===== src/verilog/adc_ctrl_pkg.sv =====
package adc_ctrl_pkg;

  // register byte addresses on the bus
  localparam logic [7:0] CTRL_ZERO_OFS = 8'h00;
  localparam logic [7:0] CTRL_ONE_OFS = 8'h04;
  localparam logic [7:0] RESULT_HIGH_OFS = 8'h08;
  localparam logic [7:0] RESULT_LOW_OFS = 8'h0c;
  localparam logic [7:0] CTRL_TWO_OFS = 8'h10;
  localparam logic [7:0] IRQ_STATUS_OFS = 8'h14;

  // control zero fields
  localparam int ENABLE_BIT = 0;
  localparam int GO_BIT = 1;
  localparam int CHAN_LSB = 2;
  localparam int CHAN_W = 5;

  // control one fields
  localparam int REF_LSB = 0;
  localparam int REF_W = 2;
  localparam int CLKSEL_LSB = 4;
  localparam int CLKSEL_W = 3;
  localparam int JUSTIFY_BIT = 7;

  // control two and status fields
  localparam int TRIG_LSB = 0;
  localparam int TRIG_W = 3;
  localparam int DONE_FLAG_BIT = 0;
  localparam int IRQ_EN_BIT = 1;

  // reset values
  localparam logic [7:0] CTRL_ZERO_RST = 8'h00;
  localparam logic [7:0] CTRL_ONE_RST = 8'h00;
  localparam logic [7:0] RESULT_RST = 8'h00;
  localparam logic [2:0] TRIG_RST = 3'h0;

  // trigger source codes
  localparam logic [2:0] TRIG_NONE = 3'h0;
  localparam logic [2:0] TRIG_CMP1 = 3'h1;
  localparam logic [2:0] TRIG_CMP2 = 3'h2;
  localparam logic [2:0] TRIG_TMR0 = 3'h3;
  localparam logic [2:0] TRIG_TMR1 = 3'h4;
  localparam logic [2:0] TRIG_TMR2 = 3'h5;

  // conversion clock codes; both low bits set means the rc clock
  localparam logic [2:0] CLK_DIV2 = 3'h0;
  localparam logic [2:0] CLK_DIV8 = 3'h1;
  localparam logic [2:0] CLK_DIV32 = 3'h2;
  localparam logic [2:0] CLK_DIV4 = 3'h4;
  localparam logic [2:0] CLK_DIV16 = 3'h5;
  localparam logic [2:0] CLK_DIV64 = 3'h6;
  localparam logic [1:0] CLK_RC_LOW = 2'h3;

  // timing
  localparam int CLK_PERIOD_NS = 10;
  localparam int RC_TAD_NS = 1600;
  localparam int RC_HALF_CYCLES = RC_TAD_NS / (2 * CLK_PERIOD_NS);
  localparam int INSTR_CYCLE_NS = 40;
  localparam int INSTR_CYCLES =
    (INSTR_CYCLE_NS + CLK_PERIOD_NS - 1) / CLK_PERIOD_NS;
  localparam int RESULT_W = 10;
  // 11.5 bit periods counted in half periods
  localparam logic [4:0] CONV_HALVES = 5'd23;
  localparam logic [4:0] FIRST_RESOLVE_HALF = 5'd3;

  typedef enum logic [1:0] {
    ST_IDLE,
    ST_DELAY,
    ST_CONV
  } seq_state_t;

endpackage


===== src/verilog/conv_tick_gen.sv =====
`timescale 1ns/1ps
module conv_tick_gen
  import adc_ctrl_pkg::*;
#(
  parameter int RC_HALF = RC_HALF_CYCLES
) (
  // clock and reset
  input wire logic clk_i,
  input wire logic rst_i,
  // control
  input wire logic run_i,
  input wire logic [2:0] sel_i,
  // one pulse per half bit period
  output logic tick_o
);

  typedef struct packed {
    logic [15:0] cnt;
    logic tick;
  } tick_st_t;

  tick_st_t s_reg;
  tick_st_t s_next;
  logic [15:0] half_len;

  // half bit period length in system clocks
  always_comb begin
    unique case (sel_i)
      CLK_DIV2: half_len = 16'h0001;
      CLK_DIV4: half_len = 16'h0002;
      CLK_DIV8: half_len = 16'h0004;
      CLK_DIV16: half_len = 16'h0008;
      CLK_DIV32: half_len = 16'h0010;
      CLK_DIV64: half_len = 16'h0020;
      default: half_len = 16'(RC_HALF);
    endcase
  end

  // divider restarts whenever run drops
  always_comb begin
    s_next = s_reg;
    s_next.tick = 1'b0;
    if (!run_i) begin
      s_next.cnt = 16'h0000;
    end else if (s_reg.cnt >= half_len - 16'h0001) begin
      s_next.cnt = 16'h0000;
      s_next.tick = 1'b1;
    end else begin
      s_next.cnt = s_reg.cnt + 16'h0001;
    end
  end

  always_ff @(posedge clk_i) begin
    if (rst_i) begin
      s_reg <= '0;
    end else begin
      s_reg <= s_next;
    end
  end

  assign tick_o = s_reg.tick;

endmodule


===== src/verilog/adc_conv_ctrl.sv =====
`timescale 1ns/1ps
module adc_conv_ctrl
  import adc_ctrl_pkg::*;
#(
  parameter int ADDR_W = 8,
  parameter int RC_HALF = RC_HALF_CYCLES
) (
  // clock and reset
  input wire logic clk_i,
  input wire logic rst_i,
  // wishbone slave
  input wire logic cyc_i,
  input wire logic stb_i,
  input wire logic we_i,
  input wire logic [ADDR_W-1:0] adr_i,
  input wire logic [3:0] sel_i,
  input wire logic [31:0] dat_i,
  output logic [31:0] dat_o,
  output logic ack_o,
  // trigger events, one-cycle pulses
  input wire logic trig_cmp1_i,
  input wire logic trig_cmp2_i,
  input wire logic trig_tmr0_i,
  input wire logic trig_tmr1_i,
  input wire logic trig_tmr2_i,
  // power state
  input wire logic sleep_i,
  output logic wake_o,
  output logic done_flag_o,
  // analog front end
  input wire logic comparator_i,
  output logic analog_enable_o,
  output logic hold_o,
  output logic [RESULT_W-1:0] dac_code_o,
  output logic [CHAN_W-1:0] channel_sel_o,
  output logic channel_valid_o,
  output logic [REF_W-1:0] ref_sel_o
);

  typedef struct packed {
    seq_state_t state;
    logic [7:0] ctrl_zero;
    logic [7:0] ctrl_one;
    logic [7:0] result_high;
    logic [7:0] result_low;
    logic [2:0] trig_sel;
    logic done_flag;
    logic irq_en;
    logic power_down;
    logic wake;
    logic [4:0] half_cnt;
    logic [3:0] bit_pos;
    logic last_bit;
    logic [RESULT_W-1:0] trial;
    logic [2:0] delay_cnt;
    logic ack;
    logic [31:0] rdata;
  } ctrl_st_t;

  ctrl_st_t s_reg;
  ctrl_st_t s_next;
  logic tick;
  logic run;

  // places a result into the two byte registers
  function automatic logic [15:0] pack_result(
    input logic [RESULT_W-1:0] code,
    input logic right
  );
    logic [15:0] r;
    r = 16'h0000;
    if (right) begin
      r = {6'h00, code};
    end else begin
      r[15:8] = code[9:2];
      r[7:6] = code[1:0];
    end
    return r;
  endfunction

  // fills bits 0 to pos with the last decided bit
  function automatic logic [RESULT_W-1:0] fill_partial(
    input logic [RESULT_W-1:0] code,
    input logic [3:0] pos,
    input logic lastb
  );
    logic [RESULT_W-1:0] r;
    r = code;
    for (int i = 0; i < RESULT_W; i++) begin
      if (4'(i) <= pos) begin
        r[i] = lastb;
      end
    end
    return r;
  endfunction

  // rc clock is any clock code with both low bits set
  function automatic logic is_rc(input logic [7:0] ctrl_one);
    return ctrl_one[CLKSEL_LSB +: 2] == CLK_RC_LOW;
  endfunction

  // conversion clock divider
  assign run = (s_reg.state == ST_CONV);

  conv_tick_gen #(
    .RC_HALF(RC_HALF)
  ) u_tick (
    .clk_i(clk_i),
    .rst_i(rst_i),
    .run_i(run),
    .sel_i(s_reg.ctrl_one[CLKSEL_LSB +: CLKSEL_W]),
    .tick_o(tick)
  );

  // bus slave, register file and conversion sequencer
  always_comb begin
    logic bus_req;
    logic wr;
    logic busy;
    logic sw_go;
    logic sw_abort;
    logic trig_hit;
    logic start;
    logic rc;
    logic [15:0] packed_res;
    logic [RESULT_W-1:0] res;
    logic [7:0] wbyte;
    bus_req = 1'b0;
    wr = 1'b0;
    busy = 1'b0;
    sw_go = 1'b0;
    sw_abort = 1'b0;
    trig_hit = 1'b0;
    start = 1'b0;
    rc = 1'b0;
    packed_res = 16'h0000;
    res = '0;
    wbyte = 8'h00;
    s_next = s_reg;
    s_next.wake = 1'b0;

    // classic cycle: ack one cycle after the request, dropped after
    bus_req = cyc_i && stb_i;
    s_next.ack = bus_req && !s_reg.ack;
    wr = bus_req && we_i && s_reg.ack && sel_i[0];
    wbyte = dat_i[7:0];
    busy = (s_reg.state != ST_IDLE);
    rc = is_rc(s_reg.ctrl_one);

    // read data captured in the request cycle
    if (bus_req && !s_reg.ack) begin
      s_next.rdata = 32'h0000_0000;
      unique case (adr_i[7:0])
        CTRL_ZERO_OFS: s_next.rdata[7:0] = s_reg.ctrl_zero;
        CTRL_ONE_OFS: s_next.rdata[7:0] = s_reg.ctrl_one;
        RESULT_HIGH_OFS: s_next.rdata[7:0] = s_reg.result_high;
        RESULT_LOW_OFS: s_next.rdata[7:0] = s_reg.result_low;
        CTRL_TWO_OFS: s_next.rdata[TRIG_LSB +: TRIG_W] = s_reg.trig_sel;
        IRQ_STATUS_OFS: begin
          s_next.rdata[DONE_FLAG_BIT] = s_reg.done_flag;
          s_next.rdata[IRQ_EN_BIT] = s_reg.irq_en;
        end
        default: s_next.rdata = 32'h0000_0000;
      endcase
    end

    // register writes; taken at the edge that sees ack
    if (wr) begin
      unique case (adr_i[7:0])
        CTRL_ZERO_OFS: begin
          s_next.ctrl_zero = {1'b0, wbyte[6:0]};
          s_next.ctrl_zero[GO_BIT] = s_reg.ctrl_zero[GO_BIT];
          sw_go = wbyte[GO_BIT] && wbyte[ENABLE_BIT];
          sw_abort = !wbyte[GO_BIT] && s_reg.ctrl_zero[GO_BIT];
        end
        CTRL_ONE_OFS: begin
          s_next.ctrl_one = {wbyte[7:4], 2'b00, wbyte[1:0]};
        end
        RESULT_HIGH_OFS: s_next.result_high = wbyte;
        RESULT_LOW_OFS: s_next.result_low = wbyte;
        CTRL_TWO_OFS: s_next.trig_sel = wbyte[TRIG_LSB +: TRIG_W];
        IRQ_STATUS_OFS: begin
          s_next.irq_en = wbyte[IRQ_EN_BIT];
          if (!wbyte[DONE_FLAG_BIT]) begin
            s_next.done_flag = 1'b0;
          end
        end
        default: begin
        end
      endcase
    end

    // selected trigger source
    unique case (s_reg.trig_sel)
      TRIG_CMP1: trig_hit = trig_cmp1_i;
      TRIG_CMP2: trig_hit = trig_cmp2_i;
      TRIG_TMR0: trig_hit = trig_tmr0_i;
      TRIG_TMR1: trig_hit = trig_tmr1_i;
      TRIG_TMR2: trig_hit = trig_tmr2_i;
      default: trig_hit = 1'b0;
    endcase
    if (trig_hit && s_next.ctrl_zero[ENABLE_BIT] && !busy) begin
      sw_go = 1'b1;
    end

    // leaving sleep restores analog power
    if (!sleep_i) begin
      s_next.power_down = 1'b0;
    end

    // sequencer
    unique case (s_reg.state)
      ST_IDLE: begin
        if (sw_go && !(sleep_i && !rc)) begin
          start = 1'b1;
        end
      end
      ST_DELAY: begin
        if (sw_abort || !s_next.ctrl_zero[ENABLE_BIT]) begin
          s_next.ctrl_zero[GO_BIT] = 1'b0;
          s_next.state = ST_IDLE;
        end else if (s_reg.delay_cnt == 3'(INSTR_CYCLES - 1)) begin
          s_next.state = ST_CONV;
        end else begin
          s_next.delay_cnt = s_reg.delay_cnt + 3'h1;
        end
      end
      ST_CONV: begin
        if (sleep_i && !rc) begin
          // sleep on a system derived clock kills the conversion
          s_next.ctrl_zero[GO_BIT] = 1'b0;
          s_next.power_down = 1'b1;
          s_next.state = ST_IDLE;
        end else if (!s_next.ctrl_zero[ENABLE_BIT]) begin
          s_next.ctrl_zero[GO_BIT] = 1'b0;
          s_next.state = ST_IDLE;
        end else if (sw_abort) begin
          // partial result still lands in the byte registers
          res = fill_partial(s_reg.trial, s_reg.bit_pos,
                             s_reg.last_bit);
          packed_res = pack_result(res, s_reg.ctrl_one[JUSTIFY_BIT]);
          s_next.result_high = packed_res[15:8];
          s_next.result_low = packed_res[7:0];
          s_next.ctrl_zero[GO_BIT] = 1'b0;
          s_next.state = ST_IDLE;
        end else if (tick) begin
          if (s_reg.half_cnt == CONV_HALVES - 5'd1) begin
            packed_res = pack_result(s_reg.trial,
                                     s_reg.ctrl_one[JUSTIFY_BIT]);
            s_next.result_high = packed_res[15:8];
            s_next.result_low = packed_res[7:0];
            s_next.ctrl_zero[GO_BIT] = 1'b0;
            s_next.done_flag = 1'b1;
            s_next.state = ST_IDLE;
            if (sleep_i && rc) begin
              if (s_reg.irq_en) begin
                s_next.wake = 1'b1;
              end else begin
                s_next.power_down = 1'b1;
              end
            end
          end else begin
            s_next.half_cnt = s_reg.half_cnt + 5'd1;
            if (s_reg.half_cnt >= FIRST_RESOLVE_HALF &&
                s_reg.half_cnt[0]) begin
              // keep the trial bit only if the comparator agrees
              s_next.trial[s_reg.bit_pos] = comparator_i;
              s_next.last_bit = comparator_i;
              if (s_reg.bit_pos != 4'h0) begin
                s_next.trial[s_reg.bit_pos - 4'h1] = 1'b1;
              end
              s_next.bit_pos = s_reg.bit_pos - 4'h1;
            end
          end
        end
      end
      default: s_next.state = ST_IDLE;
    endcase

    // start of a conversion, hardware or software
    if (start) begin
      s_next.ctrl_zero[GO_BIT] = 1'b1;
      s_next.half_cnt = 5'd0;
      s_next.bit_pos = 4'(RESULT_W - 1);
      s_next.last_bit = 1'b0;
      s_next.trial = {1'b1, {(RESULT_W-1){1'b0}}};
      s_next.delay_cnt = 3'h0;
      s_next.power_down = 1'b0;
      s_next.state = rc ? ST_DELAY : ST_CONV;
    end
  end

  // state register; reset clears every register
  always_ff @(posedge clk_i) begin
    if (rst_i) begin
      s_reg <= '0;
      s_reg.state <= ST_IDLE;
      s_reg.ctrl_zero <= CTRL_ZERO_RST;
      s_reg.ctrl_one <= CTRL_ONE_RST;
      s_reg.result_high <= RESULT_RST;
      s_reg.result_low <= RESULT_RST;
      s_reg.trig_sel <= TRIG_RST;
    end else begin
      s_reg <= s_next;
    end
  end

  // bus and status outputs
  assign ack_o = s_reg.ack;
  assign dat_o = s_reg.rdata;
  assign wake_o = s_reg.wake;
  assign done_flag_o = s_reg.done_flag;

  // analog front end controls
  assign analog_enable_o =
    s_reg.ctrl_zero[ENABLE_BIT] && !s_reg.power_down;
  assign hold_o = (s_reg.state == ST_CONV);
  assign dac_code_o = s_reg.trial;
  assign channel_sel_o = s_reg.ctrl_zero[CHAN_LSB +: CHAN_W];
  assign ref_sel_o = s_reg.ctrl_one[REF_LSB +: REF_W];

  // reserved channel codes connect nothing
  always_comb begin
    logic [CHAN_W-1:0] c;
    c = s_reg.ctrl_zero[CHAN_LSB +: CHAN_W];
    channel_valid_o = (c <= 5'h04) || (c >= 5'h08 && c <= 5'h13) ||
      (c == 5'h1a) || (c == 5'h1b) || (c == 5'h1d) ||
      (c == 5'h1f);
  end

endmodule


===== config.mk =====
export PLATFORM = sky130hd
export DESIGN_NAME = adc_conv_ctrl
export DESIGN_NICKNAME = d
export VERILOG_FILES = /design/src/verilog/adc_ctrl_pkg.sv /design/src/verilog/conv_tick_gen.sv /design/src/verilog/adc_conv_ctrl.sv
export SDC_FILE = /design/constraint.sdc
export NUM_CORES = 1
export LEC_CHECK = 0
export BUFFER_PORTS_ARGS = -buffer_cell sky130_fd_sc_hd__buf_4
export CORE_MARGIN = 1.5
export CORE_UTILIZATION = 60
export DETAILED_ROUTE_END_ITERATION = 6
export GPL_TIMING_DRIVEN = 0
export PLACE_DENSITY = 0.91
export SYNTH_ARGS = -nofsm -noshare
export SYNTH_HDL_FRONTEND = slang
export SYNTH_SLANG_ARGS = --single-unit

===== constraint.sdc =====
create_clock -name clk_i -period 6.12 [get_ports clk_i]
set_input_delay 0.918 -clock clk_i [delete_from_list [all_inputs] [get_ports clk_i]]
set_output_delay 0.918 -clock clk_i [all_outputs]
set_load 0.1 [all_outputs]

Word-level counts from Yosys, hierarchy flattened
Index checks and enable logic that the tools add are counted.
{ "totals": {"output_inout_bits": 55, "wordCells": 227, "reg_bits": 87} }
{ "classes": {"order_cmp": 19, "n_reduce_logical": 52, "addsub": 5, "eq_ne": 31, "n_mux": 88, "n_bitwise": 10} }
{ "op_table": {"columns": ["cell", "n"], "rows": [
  ["16-bit two-way mux", 6],
  ["22-bit two-way mux", 4],
  ["7-bit case mux with 6 select lines", 1],
  ["1-bit two-way mux", 39],
  ["10-bit two-way mux", 3],
  ["30-bit two-way mux", 1],
  ["5-bit == test (second input constant)", 5],
  ["2-bit two-way mux", 12],
  ["8-bit two-way mux", 3],
  ["21-bit two-way mux", 1],
  ["20-bit two-way mux", 1],
  ["5-bit case mux with 4 select lines", 1],
  ["18-bit two-way mux", 1],
  ["1-bit logical AND", 17],
  ["16-bit by 1-bit adder with 16-bit output (second input constant)", 1],
  ["8-bit by 4-bit == test with 1-bit output (second input constant)", 2],
  ["8-bit by 5-bit == test with 1-bit output (second input constant)", 2],
  ["16-bit >= comparator", 1],
  ["3-bit by 4-bit less-or-equal comparator with 1-bit output (first input constant)", 4],
  ["3-bit == test (second input constant)", 5],
  ["15-bit two-way mux", 1],
  ["7-bit AND reduction", 2],
  ["3-bit by 2-bit == test with 1-bit output (second input constant)", 4],
  ["3-bit two-way mux", 4],
  ["45 further kinds", 84]
]} }

Depth between registers and ports, before layout
{ "logic_depth": {"depth_word": 15, "ltp_mapped": 10, "depth_no_buf": 9} }

Modules after synthesis
From an unflattened synthesis, not the netlist that was laid out.
{ "unflattened": {"cells_unflattened": 621, "hier_area_um2": 5362.6} }
{ "by_module_without_submodules": {"columns": ["module", "area_per_inst_um2", "cells_per_inst", "instances"], "rows": [
  ["adc_conv_ctrl", 4499.3, 544, 1],
  ["conv_tick_gen", 863.3, 77, 1]
]} }

Least setup slack after synthesis
No wires, ideal clock.
{ "synth_timing": {"path_kind": "in2reg", "startpoint": "input port adr_i[5]", "endpoint": "register s_reg, in the netlist dac_code_o[4]", "path_slack_ns": 2.958, "stages": 9, "arrival_ns": 3.071, "n_path_buf": 2, "path_cell_list": "or4_1 > buf_2 > or4_4 > o21ai_4 > a21oi_2 > o211ai_4 > nand2b_2 > buf_2 > a311oi_1"} }
{ "synth_between": {"elab_chain_len": 10} }
{ "synth_rtl": {"columns": ["element", "line", "source"], "rows": [
  ["start: declaration", "adc_conv_ctrl.sv:15", "input wire logic [ADDR_W-1:0] adr_i,"],
  ["8-bit logical NOT *", "adc_conv_ctrl.sv:169", "unique case (adr_i[7:0])"],
  ["1-bit two-way mux", "adc_conv_ctrl.sv:169", null],
  ["30-bit two-way mux", "adc_conv_ctrl.sv:168", "if (wr) begin"],
  ["1-bit logical AND (2 in a row)", "adc_conv_ctrl.sv:202", "if (trig_hit && s_next.ctrl_zero[ENABLE_BIT] && !busy) begin"],
  ["1-bit two-way mux", "adc_conv_ctrl.sv:202", null],
  ["1-bit logical AND", "adc_conv_ctrl.sv:214", "if (sw_go && !(sleep_i && !rc)) begin"],
  ["1-bit two-way mux", "adc_conv_ctrl.sv:214", null],
  ["1-bit two-way mux", "adc_conv_ctrl.sv:212", "unique case (s_reg.state)"],
  ["2-bit OR reduction (no line)", null, null],
  ["end signal: assignment", "adc_conv_ctrl.sv:304", "s_reg <= s_next;"],
  ["end: declaration", "adc_conv_ctrl.sv:60", "ctrl_st_t s_reg;"]
]} }
Every way passes the cells marked *; elsewhere a longest branch is shown, timed or not.
A chain may end at the register's enable or synchronous reset.

Final worst setup path
{ "layout_timing": {"startpoint": "input port adr_i[5]", "endpoint": "register s_reg, in the netlist dac_code_o[8]"} }
The elaborated chain is that of the path after synthesis.

==> flow_summary.json <==
{
  "avgSynthCellArea_sq_um": 8.33,
  "rsz0062_at_grt": "false",
  "port_buffers": 56,
  "critical_path_class": "primary input to flip-flop",
  "reg2reg_to": "u_tick.s_reg[8]",
  "cts_max_path_buffers": 2,
  "max_cap_viol_count": 0,
  "final_core_util": 0.722,
  "die-area_sq_mm": 0.00949,
  "synthFlopType": "dfxtp_1",
  "slew_violations": 0,
  "ant_nets": 0,
  "cts_tree": "built",
  "initial_core_util": 0.616,
  "grt_pass1_vias": 4733,
  "core_area_sq_mm": 0.00868,
  "wl_mm": 13.7,
  "synth_area_sq_mm": 0.00535,
  "drtPass1Iterations": 5,
  "outcome": "completed",
  "timing.slew.headroom": 0.379,
  "hold_path.class": "flip-flop to flip-flop",
  "period_share": 0.562,
  "first_iter_violations": 330,
  "cts.sinks": 87,
  "synth.area.top_cells": "dfxtp_1 (33%), buf_4 (6.9%), mux2i_1 (6.5%), ha_1 (6.3%), nor2_1 (5.4%)",
  "largest_register_ff_count": 42,
  "yosysTopAreaCellShare": 0.326,
  "syn_inst": 642,
  "insertion_delay_ns": 0.37,
  "fin_cells": 854,
  "wl_per_cell_um": 16.0,
  "r2r-start": "s_reg[84]",
  "synth_seq_area_share": 0.326,
  "irDropWorstVdd_mv": 0.113,
  "clockRootBuffer": "clkbuf_8",
  "grt_antenna_before_repair": 0,
  "grt_pass1_wl_mm": 22.5,
  "endpoint": "dac_code_o[8]",
  "hpwl_mm": 9.99,
  "max_freq_mhz": 291,
  "synthArstFlopShare": 0,
  "reg2reg_depth": 10,
  "hold_viol_final": 0,
  "crit_start": "adr_i[5]",
  "period_needed_ns": 3.44,
  "antenna_cells": 0,
  "synth_common_cells": "dfxtp_1 (87), nor2_1 (77), nand2_1 (65)",
  "yosysWarnings": 0,
  "ios": 111,
  "die_w_um": 97.4,
  "setup_viol": 0,
  "drc": 0,
  "place.gp.congestion": 0.967,
  "fin_setup_tns_ns": 0,
  "synth_most_common_cell": "dfxtp_1",
  "crit_fanout": 10,
  "worst_pin_slew_ns": 0.925,
  "clk_pin_slew_ns": 0.09,
  "crit_path_start_kind": "primary input",
  "rows": 34,
  "ys_ff_latch": 87,
  "synth-edff-count": 0,
  "h-tree-depth": 3,
  "cp.arrival_ns": 3.67,
  "area_growth_pct": 17.1,
  "fin_nets": 824,
  "drive_above_1_share": 0.201,
  "grt_overflow": 0,
  "cp-end-kind": "flip-flop",
  "dp_cells": 838,
  "rrSetupSlack_ns": 3.34,
  "leakage_nw": 2.61,
  "power.density_mw_per_mm2": 192,
  "dieHeight_um": 97.4,
  "cts_hold_buf": 0,
  "cts_setup_buffers": 0,
  "ys_types": 62,
  "cts_buffers": 9,
  "cp.required_ns": 6.35,
  "avgViaCountPerCell": 5.94,
  "finClkSkew_ns": 0.0118,
  "grt_max_degree": 15,
  "yosysTopAreaCell": "dfxtp_1",
  "track_usage": 0.291,
  "vias": 5074,
  "cts-resized-gates": 0
}
[cell type report]
type | count | area [sq um]
multi-input cells | 499 | 3210
fillers | 669 | 2410
flip-flops and latches | 87 | 1740
plain buffers | 75 | 474
repair buffers | 56 | 420
well taps | 108 | 135
clock buffers | 11 | 131
clock inverters | 5 | 106
inverters | 13 | 48.8
[layer usage]
layer	GRT usage	up-vias	wire, um
li1	-	2409	-
met1	0.365	2370	5610
met2	0.477	253	6450
met3	0.0626	42	1150
met4	0.134	0	454
met5	0	-	0
[where the power goes]
part           total [mW]  internal, mW  switching, mW
Sequential          0.568         0.567       0.000752
Clock               0.489         0.272          0.217
Combinational       0.144        0.0338          0.110
Total                1.20         0.873          0.328
[worst max-delay path, cell delays in order]
cell	delay, ns
buf_4	0.10
or4_1	0.53
buf_2	0.19
or4_4	0.49
nor2_1	0.53
and3_1	0.31
o211ai_4	0.14
nand2b_2	0.11
buf_2	0.27
a311oi_1	0.08
[kinds of logic (layout without fill, tap and decap cells)]
family / Yosys count / count (layout) / synth area share
simple gates: 248 / 248 / 0.225
compound gates: 128 / 128 / 0.167
buf+inv: 88 / 160 / 0.0978
flops: 87 / 87 / 0.326
mux: 40 / 40 / 0.0844
fa+ha+maj: 27 / 27 / 0.0631
xor+xnor: 22 / 22 / 0.0360
other cells: 2 / 34 / 0.00140
[how the worst min path moves through the flow]
stage | end | depth (start not counted) | startpoint | slack (ns)
after floorplan | dat_o[3] | 2 | dat_o[3] | 0.44
after global placement | dat_o[6] | 2 | dat_o[6] | 0.44
after detailed placement | dat_o[5] | 2 | dat_o[5] | 0.45
after CTS | dat_o[5] | 2 | dat_o[5] | 0.46
after global routing | dat_o[5] | 2 | dat_o[5] | 0.48
final | dat_o[5] | 2 | dat_o[5] | 0.46
[cell usage in the layout, fill, tap and decap left out, types with 9 or more instances in the layout]
cell type / count
a21o_1: 9
o21ai_0: 26
mux2i_1: 35
ha_1: 27
xnor2_1: 11
conb_1: 34
clkbuf_8: 9
nand4_1: 17
xor2_1: 11
buf_4: 105
clkbuf_1: 21
nor3_1: 12
a21oi_1: 37
dfxtp_1: 87
nor2_1: 77
inv_1: 12
or3_1: 10
nand2_1: 65
nand3_1: 25
[through the flow]
stage | power (mW) | cell area (sq um) | setup slack, ns | hold WS (ns)
2_1_floorplan | 0.695 | 5470 | 2.96 | 0.437
3_3_place_gp | 0.720 | 6030 | 2.38 | 0.443
3_5_place_dp | 0.722 | 6030 | 2.33 | 0.448
4_1_cts | 1.20 | 6260 | 2.71 | 0.460
5_1_grt | 1.23 | 6260 | 2.60 | 0.484
6_report | 1.20 | 6260 | 2.68 | 0.461
No activity file was read; power rests on OpenSTA's default activity.
